[src/design/cfb_defs.svh]
// Purpose: constants for the conditional flag branch unit
// Assumes: byte-wide program memory, 16-bit program counter
// Notes: included by the unit only; the package does not include it
//==============================================================
`ifndef CFB_DEFS_SVH
`define CFB_DEFS_SVH
`define CFB_PC_W 16
`define CFB_LEN_REL 2'h2
`define CFB_LEN_ABS 2'h3
`define CFB_CYC_REL 3'h3
`define CFB_CYC_ABS 3'h4
`define CFB_COND_NONZERO 2'h0
`define CFB_COND_NEG 2'h1
`define CFB_COND_NOOVF 2'h2
`define CFB_COND_NULL 2'h3
`endif

[src/design/cfb_pkg.sv]
// Purpose: types for the conditional flag branch unit
// Assumes: nothing beyond the defs header
// Notes: state type only
package cfb_pkg;
    typedef enum logic [1:0] {CFB_IDLE, CFB_BUSY, CFB_DONE} cfb_state_type;
endpackage : cfb_pkg

[src/design/cfb_branch_unit.sv]
// Purpose: resolve the four flag branches and load the program counter
// Assumes: flags, opcode and target are stable while START is high for one cycle
// Notes: flags are only read here, never written
`timescale 1ns/1ps
`include "cfb_defs.svh"
module cfb_branch_unit
    import cfb_pkg::*;
(
    input wire logic MCLK,
    input wire logic NRST,
    input wire logic START,
    input wire logic [1:0] COND,
    input wire logic ABS_FORM,
    input wire logic [`CFB_PC_W-1:0] PC_IN,
    input wire logic [`CFB_PC_W-1:0] TARGET,
    input wire logic FLAG_Z,
    input wire logic FLAG_S,
    input wire logic FLAG_O,
    output logic BUSY,
    output logic DONE,
    output logic TAKEN,
    output logic [`CFB_PC_W-1:0] PC_OUT
);
    //==============================================================
    // reset release
    // the pin reset may drop at any time; its release is retimed so
    // that no flop of the unit leaves reset a cycle before another
    logic rst_meta;
    logic rst_n;
    logic next_rst_meta;
    logic next_rst_n;

    always_comb begin
        next_rst_meta = 1'b1;
        next_rst_n = rst_meta;
    end

    always_ff @(posedge MCLK or negedge NRST) begin
        if (!NRST) begin
            rst_meta <= 1'b0;
            rst_n <= 1'b0;
        end else begin
            rst_meta <= next_rst_meta;
            rst_n <= next_rst_n;
        end
    end

    //==============================================================
    // condition test
    // the flags are only read; nothing in this unit can write them back
    logic cond_ok;

    always_comb begin
        case (COND)
            `CFB_COND_NONZERO: cond_ok = (FLAG_Z == 1'b1);
            `CFB_COND_NEG: cond_ok = (FLAG_S == 1'b1);
            `CFB_COND_NOOVF: cond_ok = (FLAG_O == 1'b0);
            `CFB_COND_NULL: cond_ok = (FLAG_Z == 1'b0);
            default: cond_ok = 1'b0;
        endcase
    end

    //==============================================================
    // encoding length and cost
    logic [`CFB_PC_W-1:0] seq_pc;
    logic [2:0] issue_count;

    // fall-through address skips the whole encoding
    assign seq_pc = PC_IN + (ABS_FORM ? `CFB_PC_W'(`CFB_LEN_ABS) : `CFB_PC_W'(`CFB_LEN_REL));

    // the issue cycle itself counts, so the busy phase is one short of the cost
    assign issue_count = (ABS_FORM ? `CFB_CYC_ABS : `CFB_CYC_REL) - 3'h1;

    //==============================================================
    // sequencer state
    cfb_state_type state;
    cfb_state_type next_state;
    logic [2:0] count;
    logic [2:0] next_count;
    logic accept;
    logic last;

    // a start outside idle is dropped without any indication
    assign accept = (state == CFB_IDLE) && START;
    assign last = (state == CFB_BUSY) && (count == 3'h1);

    always_comb begin
        next_state = state;
        next_count = count;
        case (state)
            CFB_IDLE: begin
                if (accept) begin
                    next_count = issue_count;
                    next_state = CFB_BUSY;
                end
            end
            CFB_BUSY: begin
                next_count = count - 3'h1;
                if (last) begin
                    next_state = CFB_DONE;
                end
            end
            CFB_DONE: begin
                next_state = CFB_IDLE;
            end
            default: begin
                next_state = CFB_IDLE;
                next_count = 3'h0;
            end
        endcase
    end

    always_ff @(posedge MCLK or negedge rst_n) begin
        if (!rst_n) begin
            state <= CFB_IDLE;
            count <= 3'h0;
        end else begin
            state <= next_state;
            count <= next_count;
        end
    end

    //==============================================================
    // status outputs
    logic busy;
    logic next_busy;
    logic done;
    logic next_done;

    always_comb begin
        next_busy = busy;
        next_done = 1'b0;
        if (accept) begin
            next_busy = 1'b1;
        end
        if (last) begin
            next_busy = 1'b0;
            next_done = 1'b1;
        end
    end

    always_ff @(posedge MCLK or negedge rst_n) begin
        if (!rst_n) begin
            busy <= 1'b0;
            done <= 1'b0;
        end else begin
            busy <= next_busy;
            done <= next_done;
        end
    end

    //==============================================================
    // branch result
    logic taken;
    logic next_taken;
    logic [`CFB_PC_W-1:0] pc;
    logic [`CFB_PC_W-1:0] next_pc;

    always_comb begin
        next_taken = taken;
        next_pc = pc;
        if (accept) begin
            // flags sampled at issue; later flag changes do not matter
            next_taken = cond_ok;
            next_pc = cond_ok ? TARGET : seq_pc;
        end
    end

    always_ff @(posedge MCLK or negedge rst_n) begin
        if (!rst_n) begin
            taken <= 1'b0;
            pc <= `CFB_PC_W'(0);
        end else begin
            taken <= next_taken;
            pc <= next_pc;
        end
    end

    //==============================================================
    // outputs
    // every output is a plain flop copy, so the core sees no glitches
    assign BUSY = busy;
    assign DONE = done;
    assign TAKEN = taken;
    assign PC_OUT = pc;
endmodule : cfb_branch_unit

[config.mk]
export PLATFORM = sky130hd
export DESIGN_NAME = cfb_branch_unit
export DESIGN_NICKNAME = d
export VERILOG_FILES = /design/src/design/cfb_pkg.sv /design/src/design/cfb_branch_unit.sv
export VERILOG_INCLUDE_DIRS = /design/src /design/src/design
export SDC_FILE = /design/constraint.sdc
export NUM_CORES = 1
export LEC_CHECK = 0
export ABC_AREA = 0
export ABC_CLOCK_PERIOD_IN_PS = 1110
export BUFFER_PORTS_ARGS = -buffer_cell sky130_fd_sc_hd__buf_2
export CAP_MARGIN = 10
export CORE_ASPECT_RATIO = 0.8
export CORE_MARGIN = 1
export CORE_UTILIZATION = 25
export CTS_BUF_LIST = sky130_fd_sc_hd__clkbuf_4
export CTS_CLUSTER_SIZE = 10
export DETAILED_ROUTE_END_ITERATION = 16
export SLEW_MARGIN = 20
export SYNTH_ARGS = -nofsm -noshare
export SYNTH_HDL_FRONTEND = slang
export SYNTH_SLANG_ARGS = --single-unit
[constraint.sdc]
create_clock -name MCLK -period 1.11 [get_ports MCLK]
set_input_delay 0.111 -clock MCLK [delete_from_list [all_inputs] [get_ports MCLK]]
set_output_delay 0.111 -clock MCLK [all_outputs]
set_load 0.01 [all_outputs]
Yosys cells after proc, flatten, opt, wreduce, memory -nomap -nowiden
Index checks and enable logic that the tools add are counted.
{"block": "totals", "out_inout_bits": 19, "word_cells": 41, "register_bits": 26}
{"block": "classes", "n_mux": 12, "addsub": 3, "n_reduce_logical": 7, "eq_ne": 8, "bitwise": 3}
{"op": "$add 16x2->16", "n": 1}
{"op": "$mux 16", "n": 1}
{"op": "$pmux 3 s3", "n": 1}
{"op": "$eq 2x2->1 const B", "n": 3}
{"op": "$mux 3", "n": 2}
{"op": "$sub 3x1->3 const B", "n": 2}
{"op": "$eq 2x1->1 const B", "n": 2}
{"op": "$logic_not 2->1", "n": 2}
{"op": "$mux 1", "n": 4}
{"op": "$mux 2", "n": 2}
{"op": "$ne 2x2->1 const B", "n": 2}
{"op": "$pmux 1 s4", "n": 1}
{"op": "$pmux 2 s2", "n": 1}
{"op": "$reduce_and 2->1", "n": 2}
{"op": "$eq 3x1->1 const B", "n": 1}
{"op": "$not 1->1", "n": 3}
{"op": "$logic_and 1x1->1", "n": 2}
{"op": "$reduce_bool 2->1", "n": 1}

Longest topological paths before layout
{"block": "depth", "depth_word": 4, "ltp_mapped": 8, "mapped_depth_nobuf": 7}

Worst setup path before layout
No wires, ideal clock.
{"block": "synth_path", "path_type": "register to register", "start": "register state[1]", "end": "register pc[12] (netlist: PC_OUT[12])", "period_less_slack_ps": 1385, "t_arrival_ps": 1258, "slack_ps": -275, "stages_incl_launch_ff": 7, "cell_sequence": "dfrtp_1 -> nand2b_1 -> nand2b_1 -> clkbuf_1 -> buf_2 -> a21oi_1 -> o22ai_2"}
{"block": "synth_between", "elab_chain_len": 2}
{"element": "start: declaration", "line": "cfb_branch_unit.sv:76", "text": "cfb_state_type state;"}
{"element": "start signal: assignment", "line": "cfb_branch_unit.sv:118", "text": "state <= next_state;"}
{"element": "$logic_not 2->1", "line": "cfb_branch_unit.sv:84", "text": "assign accept = (state == CFB_IDLE) && START;"}
{"element": "$logic_and 1x1->1", "line": "cfb_branch_unit.sv:84"}
{"element": "end signal: assignment", "line": "cfb_branch_unit.sv:172", "text": "pc <= `CFB_PC_W'(0);"}
{"element": "end signal: assignment", "line": "cfb_branch_unit.sv:175", "text": "pc <= next_pc;"}
{"element": "end: declaration", "line": "cfb_branch_unit.sv:156", "text": "logic [`CFB_PC_W-1:0] pc;"}
No other way between the ends.
A chain may end at the register's enable or synchronous reset.

Worst setup path in the final report
{"block": "layout_path", "start": "register state[1]", "end": "register pc[10] (netlist: PC_OUT[10])"}
Same word-level chain as after synthesis.

==> flow_summary.ini <==
[drt]
drtAntennaViolNets = 0
viasPerCell = 4.44
avgRoutedWirePerCell_um = 13.2
drt-initial-drc-count = 56
dr.pass1.iters = 5
routed_wl_um = 4360
vias = 1465
drc_errors = 0

[cts]
worstSkewPairLatency_ns = 0.32
cts_htree_levels = 1
clock_sinks = 26
post_cts_buffers = 0
cts_tree = done
cts_buffers = 3
clock_tree.root_cell = clkbuf_4
clk_pin_slew_ns = 0.14
ctsLongestPathBuffers = 2

[power]
pwr_density_cell_mw_per_mm2 = 1780
finalPower_w = 0.00424
power_leakage_nw = 1.12
peakVddDrop_uv = 633

[final_layout]
area_delta_synth_final_pct = 51.1
nNetsFinal = 295
antenna_cells = 0
drive_gt1_share_pct = 52.6
final_util_pct = 39.6

[synth]
yosysTopAreaCell = dfrtp_1
netlist.area_leader.share_pct = 41.3
seq_area_frac_synth_pct = 41.3
ys_warn_count = 0
synth_commonest_cells = dfrtp_1, nand2_1, nor2_1, xnor2_1
synth_area_mm2 = 0.00157
ys.flop_type = dfrtp_1
async_flop_share_pct = 100
synth_area_leaders = dfrtp_1, xnor2_1, mux2i_1, nand2_1, ha_1
synth.avg_cell_area_um2 = 10.0
synth_cells = 157
yosysMostFrequentCell = dfrtp_1
ys_ff_latch = 26
syn_nets = 202
yosysUniqueCellTypes = 42
synth_edf_count = 0

[placed_design]
place_ws_ns = -0.270
place.gp.congestion = 0.802
port_buffers = 59
dpl.hpwl_um = 3240

[grt]
grt_max_degree = 25
grt_pass1_wl_um = 6860
grt_usage_pct = 13.2
grt_antenna_before_repair = 0
overflow = 0
grt_pass1_vias = 1364

[status]
violations = setup timing
outcome = complete, but fails checks

[sta]
finalCriticalPeriod_ns = 1.18
setup_slack_ns = -0.0694
rsz0062_at_grt = true
max_freq_ghz = 0.848
fin_skew_ns = 0.00204
period_share_pct = 106
hold_viol = 0
slew_violations = 0
setup_viol = 12

[floorplan]
core-area_mm2 = 0.00601
rows = 25
die_h_um = 73.0
pin_count = 60
dieArea_mm2 = 0.00662
initial_core_util_pct = 26.2
die_x_um = 90.7

[setup_path]
cp.required_ns = 1.36
critPathArrivalTime_ns = 1.42
timing.critical_path.fanout_max = 7
critPathSlowestCell = dfrtp_1
crit_chain = nand2b_4 > nand2b_4 > o31ai_2
critPathLaunchType = flop
crit_path_max_incr_delay_ns = 0.41
critPathKind = flop to flop
worst_setup_path_end_kind = flop
worst_path_most_repeated_cell = nand2b_4

[worst_hold_path]
hold_path_class = input pin to flop

[job]
max_cap_violations = 0
power breakdown:
group	internal, W	leakage, nW	switching [W]
clock	0.000132	0.0154	0.000290
combinational	0.00106	0.788	0.00114
sequential	0.00137	0.312	0.000249
worst max-delay path, delay by kind of cell (launching register included):
kind / cells / cell delay (ns)
simple gates: 2 / 0.42
flops: 1 / 0.41
compound gates: 1 / 0.27
cell families after synthesis:
kind of cell,Yosys count,synth area share (%)
xor+xnor,12,6.68
compound gates,32,15.1
flops,26,41.3
other cells,1,0.238
simple gates,56,21.5
buf+inv,16,5.25
fa+ha+maj,4,3.18
mux,10,6.76
worst paths after layout:
| check | start | to | slack [ns] | cells after the start |
|---|---|---|---|---|
| worst max-delay path | state[1] | PC_OUT[10] | -0.07 | 3 |
| worst min-delay path | TARGET[13] | PC_OUT[13] | 0.03 | 3 |
| worst max register to register | state[1] | PC_OUT[10] | -0.07 | 3 |
| worst min register to register | rst_n | TAKEN | 0.24 | 1 |
| max in group asynchronous | rst_n | state[0] | 0.61 | 1 |
| min in group asynchronous | NRST | rst_n | 0.07 | 2 |
flip-flops by register name, summed over array words and instances (netlist names):
register	flops
TAKEN	1
DONE	1
rst_n	1
next_rst_n	1
state	2
BUSY	1
PC_OUT	16
count	3
layout by cell type (no fill, tap or decap), drive strengths merged, types with 2 or more instances in the layout:
master and instances:
dfrtp 26, o21a 2, o31ai 3, nand3 5, a21oi 5, nor2b 3
o22ai 5, dlygate4sd3 2, nand2 14, clkbuf 3, and3 2, mux2 2
nor2 12, o31a 2, o211ai 3, nand2b 5, nor4 7, buf 92
xnor2 11, inv 8, ha 4, mux2i 8, nor3 5, nand4 3
o21ai 8
area by class of cell:
class / count / area, um^2
fillers: 622 / 3630
repair buffers: 94 / 592
flip-flops and latches: 26 / 652
clock inverters: 1 / 3.75
inverters: 8 / 30.0
clock buffers: 3 / 22.5
multi-input cells: 117 / 977
well taps: 81 / 101
layer usage:
layer | share of wire [%] | track usage (%) | vias up
li1 | - | - | 748
met1 | 51 | 19.3 | 664
met2 | 43 | 20.5 | 53
met3 | 5.7 | 3.54 | 0
met4 | 0 | 0.538 | 0
met5 | 0 | 0 | -
stage by stage:
stage | setup TNS [ns] | hold slack [ns] | area [um^2] | instances
2_1_floorplan | -1.66 | -0.185 | 1660 | 157
3_3_place_gp | -3.69 | -0.102 | 2260 | 322
3_5_place_dp | -3.96 | -0.101 | 2260 | 322
4_1_cts | -0.688 | 0.0129 | 2310 | 328
5_1_grt | -1.45 | 0.00582 | 2380 | 330
6_report | -0.495 | 0.0273 | 2380 | 330
timing repair:
action,4_1_cts,5_1_grt
endpoints found under the hold margin,2,1
pin swaps,2,8
setup endpoints to repair,17,20
hold buffers,1,1
gates cloned,1,2
resized for setup,2,15
(Power assumes the default switching activity.)
